--- src/design/unused_guard_none.sv ---
`timescale 1ns/1ns
`default_nettype none
`default_nettype wire

--- src/design/eeprom_pkg.sv ---
// Overview of operation
// - Atomic mode erases the byte then writes it as one operation.
// - Erase-only and write-only modes run as separate shorter operations.
// - The two mode bits in the control register pick the operation.
// - The ready interrupt is gated by its own enable bit.
// - Read strobe reads the addressed byte and stalls the CPU four cycles.
// - The byte read appears in the data register.
// - A start counts only within four cycles after arming.
// - Starting an erase or write stalls the CPU two cycles.
// - Program-start stays set as busy until the operation ends.
// - While programming, reads and further starts are refused.
// - A programming operation in progress survives a system reset.
// - High address bits 7:1 read zero; bit 0 is address bit 8.
// - Address bit 8 exists only in the 512-byte variant.
// - Modes: 00 atomic 3.4 ms, 01 erase 1.8 ms, 10 write 1.8 ms, 11 reserved.
// - Arm clears itself after four cycles; start without arm does nothing.
// - Mode bit writes are ignored while busy.
// - Ready interrupt is raised whenever enabled and not busy.
package eeprom_pkg;

    localparam int REG_AW = 2;
    localparam logic [1:0] CTRL_OFF = 2'h0;
    localparam logic [1:0] DATA_OFF = 2'h1;
    localparam logic [1:0] ADDR_LO_OFF = 2'h2;
    localparam logic [1:0] ADDR_HI_OFF = 2'h3;

    localparam int BIT_READ = 0;
    localparam int BIT_START = 1;
    localparam int BIT_ARM = 2;
    localparam int BIT_RIE = 3;
    localparam int BIT_MODE_LO = 4;
    localparam int BIT_MODE_HI = 5;

    localparam logic [1:0] MODE_ATOMIC = 2'h0;
    localparam logic [1:0] MODE_ERASE = 2'h1;
    localparam logic [1:0] MODE_WRITE = 2'h2;
    localparam logic [1:0] MODE_RESERVED = 2'h3;

    localparam logic [1:0] MODE_RESET = 2'h0;
    localparam logic [7:0] DATA_RESET = 8'h00;
    localparam logic [8:0] ADDR_RESET = 9'h000;
    localparam logic [7:0] ERASED_BYTE = 8'hff;

    localparam logic [2:0] ARM_WINDOW_CYC = 3'h4;
    localparam logic [2:0] READ_STALL_CYC = 3'h4;
    localparam logic [2:0] PROG_STALL_CYC = 3'h2;

    // Oscillator ticks per operation derived from the printed times
    localparam int OSC_FREQ_KHZ = 8000;
    localparam int ATOMIC_TIME_US = 3400;
    localparam int SPLIT_TIME_US = 1800;
    localparam int ATOMIC_TICKS = ATOMIC_TIME_US * OSC_FREQ_KHZ / 1000;
    localparam int SPLIT_TICKS = SPLIT_TIME_US * OSC_FREQ_KHZ / 1000;

    typedef enum logic [1:0] {
        ARR_NONE = 2'h0,
        ARR_ERASE = 2'h1,
        ARR_WRITE = 2'h2,
        ARR_ATOMIC = 2'h3
    } array_op_t;

    typedef enum logic [1:0] {
        PROG_IDLE = 2'h0,
        PROG_RUN = 2'h1,
        PROG_COMMIT = 2'h3
    } prog_state_t;

endpackage

--- src/design/nvm_array_if.sv ---
`timescale 1ns/1ns
`default_nettype none
interface nvm_array_if #(parameter int ADDR_W = 9);
    logic rd_en;
    eeprom_pkg::array_op_t op;
    logic [ADDR_W-1:0] addr;
    logic [7:0] wdata;
    logic [7:0] rdata;

    modport ctrl_side (output rd_en, output op, output addr, output wdata, input rdata);
    modport array_side (input rd_en, input op, input addr, input wdata, output rdata);
endinterface
`default_nettype wire

--- src/design/eeprom_access_controller.sv ---
// Design decisions made here: the address-and-strobe port and the placing of the registers.
`timescale 1ns/1ns
`default_nettype none
module eeprom_access_controller #(
    parameter bit LARGE_ARRAY = 1'b1,
    parameter int CW = 16,
    parameter int ATOMIC_TICKS = eeprom_pkg::ATOMIC_TICKS,
    parameter int SPLIT_TICKS = eeprom_pkg::SPLIT_TICKS
) (
    input wire logic clock_i,
    input wire logic rst_n_i,
    input wire logic por_n_i,
    input wire logic osc_i,
    input wire logic [eeprom_pkg::REG_AW-1:0] reg_addr_i,
    input wire logic [7:0] reg_wdata_i,
    input wire logic reg_we_i,
    input wire logic reg_re_i,
    output logic [7:0] reg_rdata_o,
    output logic cpu_stall_o,
    output logic ready_irq_o,
    output logic busy_o
);
    localparam int ADDR_W = LARGE_ARRAY ? 9 : 8;

    function automatic logic [2:0] dec_sat(input logic [2:0] v);
        dec_sat = (v == 3'h0) ? 3'h0 : v - 3'h1;
    endfunction

    function automatic eeprom_pkg::array_op_t mode_to_op(input logic [1:0] m);
        case (m)
            eeprom_pkg::MODE_ATOMIC: mode_to_op = eeprom_pkg::ARR_ATOMIC;
            eeprom_pkg::MODE_ERASE: mode_to_op = eeprom_pkg::ARR_ERASE;
            eeprom_pkg::MODE_WRITE: mode_to_op = eeprom_pkg::ARR_WRITE;
            default: mode_to_op = eeprom_pkg::ARR_NONE;
        endcase
    endfunction

    ////////////////////////////////////////////////////////////////////////////////
    // Register decode

    logic wr_ctrl;
    logic wr_data;
    logic wr_addr_lo;
    logic wr_addr_hi;
    logic busy;
    logic arm_on;
    logic rd_go;
    logic prog_go;
    logic arm_set;
    logic [8:0] addr_reg;
    logic [7:0] data_reg;

    assign wr_ctrl = reg_we_i && (reg_addr_i == eeprom_pkg::CTRL_OFF);
    assign wr_data = reg_we_i && (reg_addr_i == eeprom_pkg::DATA_OFF);
    assign wr_addr_lo = reg_we_i && (reg_addr_i == eeprom_pkg::ADDR_LO_OFF) && !busy;
    assign wr_addr_hi = reg_we_i && (reg_addr_i == eeprom_pkg::ADDR_HI_OFF) && !busy;
    assign arm_set = wr_ctrl && reg_wdata_i[eeprom_pkg::BIT_ARM];

    ////////////////////////////////////////////////////////////////////////////////
    // Power-on domain: survives a system reset, except mode_reg while the engine is idle

    eeprom_pkg::prog_state_t state_reg;
    eeprom_pkg::prog_state_t state_next;
    logic [1:0] mode_reg;
    logic [1:0] mode_next;
    logic [ADDR_W-1:0] op_addr_reg;
    logic [7:0] op_data_reg;
    eeprom_pkg::array_op_t op_kind_reg;
    logic rst_sync1_reg;
    logic rst_sync2_reg;
    logic osc_s1_reg;
    logic osc_s2_reg;
    logic osc_s3_reg;
    logic osc_tick;
    logic timer_done;
    logic [CW-1:0] load_count;

    assign busy = (state_reg != eeprom_pkg::PROG_IDLE);
    assign busy_o = busy;
    assign osc_tick = osc_s2_reg && !osc_s3_reg;

    // System reset is seen synchronously here, so the engine keeps running through it
    always_ff @(posedge clock_i or negedge por_n_i)
    begin
        if (!por_n_i)
        begin
            rst_sync1_reg <= 1'b0;
            rst_sync2_reg <= 1'b0;
            osc_s1_reg <= 1'b0;
            osc_s2_reg <= 1'b0;
            osc_s3_reg <= 1'b0;
        end
        else
        begin
            rst_sync1_reg <= rst_n_i;
            rst_sync2_reg <= rst_sync1_reg;
            osc_s1_reg <= osc_i;
            osc_s2_reg <= osc_s1_reg;
            osc_s3_reg <= osc_s2_reg;
        end
    end

    // Mode reset on system reset is skipped while the engine is busy
    always_comb
    begin
        mode_next = mode_reg;
        if (!busy && !rst_sync2_reg)
            mode_next = eeprom_pkg::MODE_RESET;
        else if (wr_ctrl && !busy)
            mode_next = {reg_wdata_i[eeprom_pkg::BIT_MODE_HI], reg_wdata_i[eeprom_pkg::BIT_MODE_LO]};
    end

    always_comb
    begin
        state_next = state_reg;
        case (state_reg)
            eeprom_pkg::PROG_IDLE: if (prog_go) state_next = eeprom_pkg::PROG_RUN;
            eeprom_pkg::PROG_RUN: if (timer_done) state_next = eeprom_pkg::PROG_COMMIT;
            eeprom_pkg::PROG_COMMIT: state_next = eeprom_pkg::PROG_IDLE;
            default: state_next = eeprom_pkg::PROG_IDLE;
        endcase
    end

    always_ff @(posedge clock_i or negedge por_n_i)
    begin
        if (!por_n_i)
        begin
            state_reg <= eeprom_pkg::PROG_IDLE;
            mode_reg <= eeprom_pkg::MODE_RESET;
        end
        else
        begin
            state_reg <= state_next;
            mode_reg <= mode_next;
        end
    end

    always_ff @(posedge clock_i or negedge por_n_i)
    begin
        if (!por_n_i)
        begin
            op_addr_reg <= '0;
            op_data_reg <= eeprom_pkg::DATA_RESET;
            op_kind_reg <= eeprom_pkg::ARR_NONE;
        end
        else if (prog_go)
        begin
            op_addr_reg <= addr_reg[ADDR_W-1:0];
            op_data_reg <= data_reg;
            op_kind_reg <= mode_to_op(mode_reg);
        end
    end

    // Atomic takes the long count, split modes the short one
    assign load_count = (mode_reg == eeprom_pkg::MODE_ATOMIC) ? CW'(ATOMIC_TICKS) : CW'(SPLIT_TICKS);

    eeprom_prog_timer #(.CW(CW)) u_timer (
        .clock_i(clock_i),
        .por_n_i(por_n_i),
        .load_i(prog_go),
        .count_i(load_count),
        .tick_i(osc_tick),
        .done_o(timer_done)
    );

    ////////////////////////////////////////////////////////////////////////////////
    // Array access

    nvm_array_if #(.ADDR_W(ADDR_W)) arr_if ();

    assign arr_if.rd_en = rd_go;
    assign arr_if.op = (state_reg == eeprom_pkg::PROG_COMMIT) ? op_kind_reg : eeprom_pkg::ARR_NONE;
    assign arr_if.addr = busy ? op_addr_reg : addr_reg[ADDR_W-1:0];
    assign arr_if.wdata = op_data_reg;

    eeprom_byte_array #(.ADDR_W(ADDR_W)) u_array (
        .clock_i(clock_i),
        .por_n_i(por_n_i),
        .arr(arr_if.array_side)
    );

    ////////////////////////////////////////////////////////////////////////////////
    // CPU domain registers

    logic rie_reg;
    logic [2:0] arm_cnt_reg;
    logic [2:0] arm_cnt_next;
    logic [2:0] stall_cnt_reg;
    logic [2:0] stall_cnt_next;
    logic read_pend_reg;
    logic [7:0] rdata_reg;
    logic [7:0] rdata_next;
    logic [7:0] ctrl_view;
    logic addr_hi_bit;

    assign arm_on = (arm_cnt_reg != 3'h0);
    assign rd_go = wr_ctrl && reg_wdata_i[eeprom_pkg::BIT_READ] && !busy;
    // A reserved mode leaves the start bit without effect
    assign prog_go = wr_ctrl && reg_wdata_i[eeprom_pkg::BIT_START] && arm_on && !busy
        && (mode_reg != eeprom_pkg::MODE_RESERVED);

    // Arm window restarts on every arm write
    assign arm_cnt_next = arm_set ? eeprom_pkg::ARM_WINDOW_CYC : dec_sat(arm_cnt_reg);

    always_comb
    begin
        stall_cnt_next = dec_sat(stall_cnt_reg);
        if (rd_go)
            stall_cnt_next = eeprom_pkg::READ_STALL_CYC;
        else if (prog_go)
            stall_cnt_next = eeprom_pkg::PROG_STALL_CYC;
    end

    always_ff @(posedge clock_i or negedge rst_n_i)
    begin
        if (!rst_n_i)
        begin
            arm_cnt_reg <= 3'h0;
            stall_cnt_reg <= 3'h0;
            rie_reg <= 1'b0;
            read_pend_reg <= 1'b0;
        end
        else
        begin
            arm_cnt_reg <= arm_cnt_next;
            stall_cnt_reg <= stall_cnt_next;
            read_pend_reg <= rd_go;
            if (wr_ctrl)
                rie_reg <= reg_wdata_i[eeprom_pkg::BIT_RIE];
        end
    end

    // The address is frozen while busy so the running op keeps its target
    always_ff @(posedge clock_i or negedge rst_n_i)
    begin
        if (!rst_n_i)
            addr_reg <= eeprom_pkg::ADDR_RESET;
        else if (wr_addr_lo)
            addr_reg[7:0] <= reg_wdata_i;
        else if (wr_addr_hi)
            addr_reg[8] <= reg_wdata_i[0] & LARGE_ARRAY;
    end

    // Array data wins over a CPU write landing in the same cycle, but the CPU is stalled then
    always_ff @(posedge clock_i or negedge rst_n_i)
    begin
        if (!rst_n_i)
            data_reg <= eeprom_pkg::DATA_RESET;
        else if (read_pend_reg)
            data_reg <= arr_if.rdata;
        else if (wr_data)
            data_reg <= reg_wdata_i;
    end

    ////////////////////////////////////////////////////////////////////////////////
    // Read back

    assign addr_hi_bit = addr_reg[8] & LARGE_ARRAY;
    assign ctrl_view = {2'h0, mode_reg, rie_reg, arm_on, busy, 1'b0};

    // Read data is zero outside the cycle after a read strobe
    always_comb
    begin
        rdata_next = 8'h00;
        if (reg_re_i)
        begin
            case (reg_addr_i)
                eeprom_pkg::CTRL_OFF: rdata_next = ctrl_view;
                eeprom_pkg::DATA_OFF: rdata_next = data_reg;
                eeprom_pkg::ADDR_LO_OFF: rdata_next = addr_reg[7:0];
                eeprom_pkg::ADDR_HI_OFF: rdata_next = {7'h00, addr_hi_bit};
                default: rdata_next = 8'h00;
            endcase
        end
    end

    always_ff @(posedge clock_i or negedge rst_n_i)
    begin
        if (!rst_n_i)
            rdata_reg <= 8'h00;
        else
            rdata_reg <= rdata_next;
    end

    assign reg_rdata_o = rdata_reg;
    assign cpu_stall_o = (stall_cnt_reg != 3'h0);
    // Level request; the global interrupt enable is applied by the core
    assign ready_irq_o = rie_reg && !busy;
endmodule
`default_nettype wire

--- src/design/eeprom_byte_array.sv ---
`timescale 1ns/1ns
`default_nettype none
module eeprom_byte_array #(
    parameter int ADDR_W = 9
) (
    input wire logic clock_i,
    input wire logic por_n_i,
    nvm_array_if.array_side arr
);
    logic [7:0] mem [0:(1<<ADDR_W)-1];
    logic [7:0] rdata_reg;

    // Cells only lose charge on write, so an unerased target ends up as the AND
    always_ff @(posedge clock_i)
    begin
        case (arr.op)
            eeprom_pkg::ARR_ERASE: mem[arr.addr] <= eeprom_pkg::ERASED_BYTE;
            eeprom_pkg::ARR_WRITE: mem[arr.addr] <= mem[arr.addr] & arr.wdata;
            eeprom_pkg::ARR_ATOMIC: mem[arr.addr] <= arr.wdata;
            default: ;
        endcase
    end

    always_ff @(posedge clock_i or negedge por_n_i)
    begin
        if (!por_n_i)
            rdata_reg <= eeprom_pkg::DATA_RESET;
        else if (arr.rd_en)
            rdata_reg <= mem[arr.addr];
    end

    assign arr.rdata = rdata_reg;
endmodule
`default_nettype wire

--- src/design/eeprom_prog_timer.sv ---
`timescale 1ns/1ns
`default_nettype none
module eeprom_prog_timer #(
    parameter int CW = 16
) (
    input wire logic clock_i,
    input wire logic por_n_i,
    input wire logic load_i,
    input wire logic [CW-1:0] count_i,
    input wire logic tick_i,
    output logic done_o
);
    logic [CW-1:0] count_reg;
    logic running_reg;
    logic done_reg;
    logic last_tick;

    assign last_tick = running_reg && tick_i && (count_reg == CW'(1));

    always_ff @(posedge clock_i or negedge por_n_i)
    begin
        if (!por_n_i)
        begin
            count_reg <= '0;
            running_reg <= 1'b0;
            done_reg <= 1'b0;
        end
        else
        begin
            done_reg <= last_tick;
            if (load_i)
            begin
                count_reg <= count_i;
                running_reg <= 1'b1;
            end
            else if (running_reg && tick_i)
            begin
                count_reg <= count_reg - CW'(1);
                running_reg <= !last_tick;
            end
        end
    end

    assign done_o = done_reg;
endmodule
`default_nettype wire

--- config.mk ---
export PLATFORM = sky130hd
export DESIGN_NAME = eeprom_access_controller
export DESIGN_NICKNAME = d
export VERILOG_FILES = /design/src/design/unused_guard_none.sv /design/src/design/eeprom_pkg.sv /design/src/design/nvm_array_if.sv /design/src/design/eeprom_access_controller.sv /design/src/design/eeprom_byte_array.sv /design/src/design/eeprom_prog_timer.sv
export SDC_FILE = /design/constraint.sdc
export NUM_CORES = 2
export LEC_CHECK = 0
export BUFFER_PORTS_ARGS = -buffer_cell sky130_fd_sc_hd__buf_4
export CAP_MARGIN = 15
export CORE_MARGIN = 2
export CORE_UTILIZATION = 55
export CTS_BUF_LIST = sky130_fd_sc_hd__clkbuf_16
export DETAILED_ROUTE_END_ITERATION = 16
export PLACE_DENSITY_LB_ADDON = 0.25
export SKIP_LAST_GASP = 1
export SLEW_MARGIN = 20
export SYNTH_ARGS = -nofsm -noshare
export SYNTH_HDL_FRONTEND = slang
export SYNTH_SLANG_ARGS = --single-unit
--- constraint.sdc ---
create_clock -name clock_i -period 13.5 [get_ports clock_i]
set_clock_uncertainty 0.15 [all_clocks]
set_input_delay 2.025 -clock clock_i [delete_from_list [all_inputs] [get_ports clock_i]]
set_output_delay 2.025 -clock clock_i [all_outputs]
set_load 0.005 [all_outputs]
Word-level counts from Yosys, hierarchy flattened. Memories as Yosys holds them, arrays and structs flattened. Cells that the tools add are included.

$add $sub $neg: 3. Multipliers: 0. Div/mod/pow operators: 0. Magnitude comparators: 0. Eq/ne operators: 14. Shift-type cells: 0. Muxes and demuxes: 30. Bitwise gates (word level): 4. Reduce and logical (&&, ||, !) cells: 36.

Operators with widths (number): two-way mux 8 bit (5); two-way mux 16 bit (2); case mux 8 bit (4 select lines) (1); logical AND 1 bit (19); == test 16 x 1 -> 1 bit, second input constant (1); subtractor 16 x 1 -> 16 bit, second input constant (1); two-way mux 15 bit (1); two-way mux 3 bit (5); == test 2 bit, second input constant (6); two-way mux 2 bit (5); two-way mux 9 bit (1); AND 8 bit (1); == test 2 x 1 -> 1 bit, second input constant (4); two-way mux 1 bit (8); nonzero test 2 bit (4); logical NOT 2 bit (3); logical NOT 3 bit (2); case mux 2 bit (3 select lines) (1); nonzero test 3 bit (2); subtractor 3 x 1 -> 3 bit, second input constant (2); logical NOT 1 bit (4); != test 2 bit, second input constant (2); case mux 2 bit (2 select lines) (1); AND reduction 2 bit (2); other kinds (3) (4).

Register bits after elaboration: 87. Bits in latches: 0. RAM bits: 4096. Memory bits (read-only): 0. Input port bits: 16. Output and inout port bits: 11. Logic and storage cells: 110. Memories kept: 1.

Memories: u_array.mem (depth 512, width 8, rd ports 1, clocked after memory_dff 0, wr ports 1, line eeprom_byte_array.sv:10) `logic [7:0] mem [0:(1<<ADDR_W)-1];`.

Longest topological paths before layout.
Word-level depth: 8. Gate-level depth with buffers: 15. Gate-level depth less buffers: 10.

By module. Synthesis repeated with hierarchy kept, for this count alone.

Cells, all modules: 8189. Area total of the unflattened synthesis: 163083.9 um^2.

By module, submodules not included: eeprom_byte_array (instances 1, cells each 7863, area each 159347.8 um^2, seq. area each 123198.2 um^2); eeprom_access_controller (instances 1, cells each 216, area each 2670.1 um^2, seq. area each 1526.5 um^2); eeprom_prog_timer (instances 1, cells each 110, area each 1066.0 um^2, seq. area each 450.4 um^2).

Worst setup path before layout. No wires, ideal clock.

Kind: reg-to-reg. Start point: reg state_reg[0]. End point: mem u_array.mem[0][6] (data pin). Setup time: 1.503 ns. Arrival time: 8.969 ns. Required time: 11.847 ns. Setup slack: 2.878 ns. Cell stages (with the launch flop): 14. Path buffers: 3. Period minus slack after synthesis: 10.622 ns. Cell sequence: dfrtp_1 nor2_4 inv_2 mux2_2 buf_4 buf_2 buf_1 o22ai_1 o21ai_0 nand4_1 a2111oi_0 o22ai_1 nor4_2 o22a_1.

Longest elaborated chain between the ends: 7. Elaborated cells on any way between the ends: 14. Those cells by class: eq/ne: 3; mux: 8; bitwise: 1; reduce/logical: 1; memory: 1.

RTL lines: start: declaration (line eeprom_access_controller.sv:62) `eeprom_pkg::prog_state_t state_reg;`; start signal: assignment (line eeprom_access_controller.sv:128) `state_reg <= eeprom_pkg::PROG_IDLE;`; start signal: assignment (line eeprom_access_controller.sv:133) `state_reg <= state_next;`; branches (longest 6 deep; another with memory read (512 x 8 bit)); two-way mux 8 bit (no source line) *; end: declaration (line eeprom_byte_array.sv:10).

Every way passes the cells marked *.

Worst setup path after layout.
Start point: reg state_reg[0]. End point: mem u_array.mem[265][5] (data pin).

The elaborated chain is that of the path after synthesis.

==> results.md <==
* Total negative setup slack at 0 ns
* DP Wirelength at approximately 220 mm
* Fmax at ~110 MHz
* H-tree levels at 5
* Syn avg cell area at 16.66 sq um
* Multi-input logic area at 25430 sq um
* Clk root buf: clkbuf_16
* Final WL at ~410 mm
* Drt pass-1 iters at 8
* Required time worst endpoint at about 14 ns
* Crit end category: flop
* Yosys synthesis warning count at 0
* Yosys cell types at between 40 and 50
* Initial antenna violation count at 11
* Top post-synthesis cells by area: edfxtp_1 80%, o22ai_1 8.5%, o21ai_0 3.2%
* P_leak at 63.51 nW
* Pre-CTS setup slack at approximately 4.9 ns
* RSZ-0062 raised after global routing: false
* Max Slew Vio Count at 0
* Area share of the leading cell type in the synthesized netlist at between 80% and 90%
* Max_cap viols at 0
* Switch Pwr at roughly 15 mW
* Peak supply drop at 307.8 uV
* Post-synth top cells: 4096 x edfxtp_1, 2080 x o22ai_1, 988 x o21ai_0
* Clock share of power at between 20% and 30%
* Fin crit share at 65.25%
* Initial DRC Count at roughly 14000
* Cell taking the most area after synthesis: edfxtp_1
* Final GP Congestion at approximately 0.86
* Final hold vios at 0
* Tmin final at between 8 and 9 ns
* Cells after DPL at roughly 12000
* Die area at between 200000 and 300000 sq um
* Core area at roughly 280000 sq um
* Cells after Synth at around 9200
* Setup bufs post-CTS at 0
* Area Growth Syn to Fin at 11.00%
* # nets final at approximately 9100
* Via density at ~6.9
* Crit path kind: flop to flop
* Post-synth EDFFs at roughly 4100
* Port bufs at 26
* DR DRC count at 0
* Vias at about 90000
* Cell area after synthesis at 153400 sq um
* Slew margin rel. at 17.42%
* Crit-path max FO at 94
* Pin count of the biggest net entering global routing at around 230
* Hold Crit Class: flop to flop
* Most used DFF post-synth: edfxtp_1
* Final Setup Violations at 0
* CTS sink count at around 4200
* Final std cells w/o fill at 13130
* Max reg flops at between 4000 and 5000
* Critical path data arrival time at approximately 9 ns
* CTS Buf Count at slightly above 400
* Status: complete, no violations
* Worst Slack Setup Final at 4.692 ns
* Total Routing Usage GR at approximately 28%
* Clock Path Buffers at 4
* Die Span X at 532.2 um
* CP startpoint kind: flop
* Most common cell in the netlist: edfxtp_1
* Logic pwr share at between 30 and 40%
* Chip Height at about 530 um
* Gr ovfl total at 0
* TritonCTS clock tree: done
* Synth async-reset ratio at under 10%
* Cell internal pwr at approximately 25 mW
* Storage cell area at 125200 sq um
* Clk_lat worst skew at between 0.9 and 1 ns
* Synth Net Count at 9232
* Rows at just under 200
* Cell Pwr Density at approximately 230 nW/um^2
* Sw Share at about 37%
* Hold buffer count at cts at 0
* Detail Route Antenna Nets at 0
* Worst-Margin Slew at between 1 and 1.5 ns
* Layout cells sized above 1 at 9.107%
* Routed WL per cell at around 31 um
* Initial Util at between 50% and 60%
* Post-synthesis sequential area ratio at about four fifths
* # fillers at between 15000 and 20000
* Yosys reg bits at 4183
* IO Count at 27
* Vias in the first global route at between 80000 and 90000
* Seq pwr share at 36.0%
* Cts repair resizes at 0
* First-pass GRT wire length at just under 600 mm
* Clk slew on worst S/H paths at roughly 0.060 ns
power by group through the flow:
stage                     sequential (mW)  clock (mW)  combinational, mW
after floorplan                      14.5           0               8.39
after global placement               14.5           0               13.7
after detailed placement             14.5           0               13.9
after CTS                            14.3        11.2               13.9
after global routing                 14.3        11.6               15.0
final                                14.3        11.1               14.3
final cells by class:
type | count | share of cell area [%]
flip-flops and latches | 4183 | 73.51
multi-input cells | 4286 | 14.93
clock buffers | 412 | 6.054
well taps | 3705 | 2.722
clock inverters | 335 | 1.613
repair buffers | 192 | 1.139
inverters | 13 | 0.02865
diodes | 4 | 0.005878
through the flow:
stage                     cell area (sq um)  util [%]  total power, mW  hold WS (ns)
after global placement               157100     56.72            28.23        0.1850
after floorplan                      153400         -            22.84        0.1812
after detailed placement             157100     56.72            28.38        0.2016
after CTS                            170200     61.44            39.34        0.2156
after global routing                 170300     61.48            40.88        0.2193
final                                170300     61.48            39.61        0.2079
final timing paths:
kind                                             to  depth (start not counted)    startpoint  slack (ns)
worst max register to register  u_array.mem[265][5]                         15  state_reg[0]        4.69
max in group asynchronous              state_reg[1]                          1       por_n_i       11.65
worst min register to register           osc_s2_reg                          0    osc_s1_reg        0.21
worst max-delay path            u_array.mem[265][5]                         15  state_reg[0]        4.69
worst min-delay path                     osc_s2_reg                          0    osc_s1_reg        0.21
min in group asynchronous            reg_rdata_o[0]                          1       rst_n_i        0.86
cell families after synthesis:
family | after synthesis | share of synthesized area (%)
mux | 36 | 0.2528
fa+ha+maj | 6 | 0.04893
buf+inv | 741 | 2.190
simple gates | 815 | 2.328
compound gates | 3417 | 13.52
flops | 4183 | 81.59
xor+xnor | 12 | 0.06850
cell usage in the layout, fill, tap and decap left out, types with 6 or more instances in the layout:
cell / instances
nand2b_1: 8
nor4_2: 8
inv_1: 103
nor3_1: 10
mux2_2: 19
o21ai_1: 58
clkinv_1: 92
clkinv_16: 9
dfrtp_1: 87
nand4_1: 66
o22a_4: 8
nand3_4: 16
a21oi_1: 10
a41oi_1: 192
or2_2: 21
nand3_1: 15
buf_4: 154
clkbuf_16: 412
a2111oi_1: 31
bufinv_16: 36
o22ai_1: 2080
clkinv_2: 80
nand3b_1: 9
ha_1: 6
xnor2_1: 8
a2111oi_2: 13
clkinvlp_4: 11
a2111oi_0: 20
or3_1: 12
mux2i_1: 13
and2_1: 8
buf_12: 35
o21ai_0: 988
edfxtp_1: 4096
inv_6: 6
nand2_1: 85
nor2_1: 533
worst max-delay path, stage by stage, from the launching register on:
cell	delay (ns)
dfrtp_1	0.46
nor2_4	0.63
inv_2	0.42
mux2_8	0.85
buf_4	0.77
buf_4	0.78
o22ai_1	0.17
o21ai_0	0.33
a41oi_1	0.26
a2111oi_2	0.61
buf_4	0.22
o22ai_1	0.16
nor4_2	0.29
o22a_4	0.35
buf_4	0.80
buf_4	0.89
layer usage:
| metal | global-route usage [%] | routed length, um | part of all wire [%] |
|---|---|---|---|
| met5 | 0 | 27 | 0.0066 |
| met4 | 9.550 | 14130 | 3.5 |
| met3 | 5.615 | 45950 | 11 |
| met2 | 43.28 | 192100 | 47 |
| met1 | 39.87 | 155600 | 38 |
Note: power is estimated with default switching activity, not from simulation.
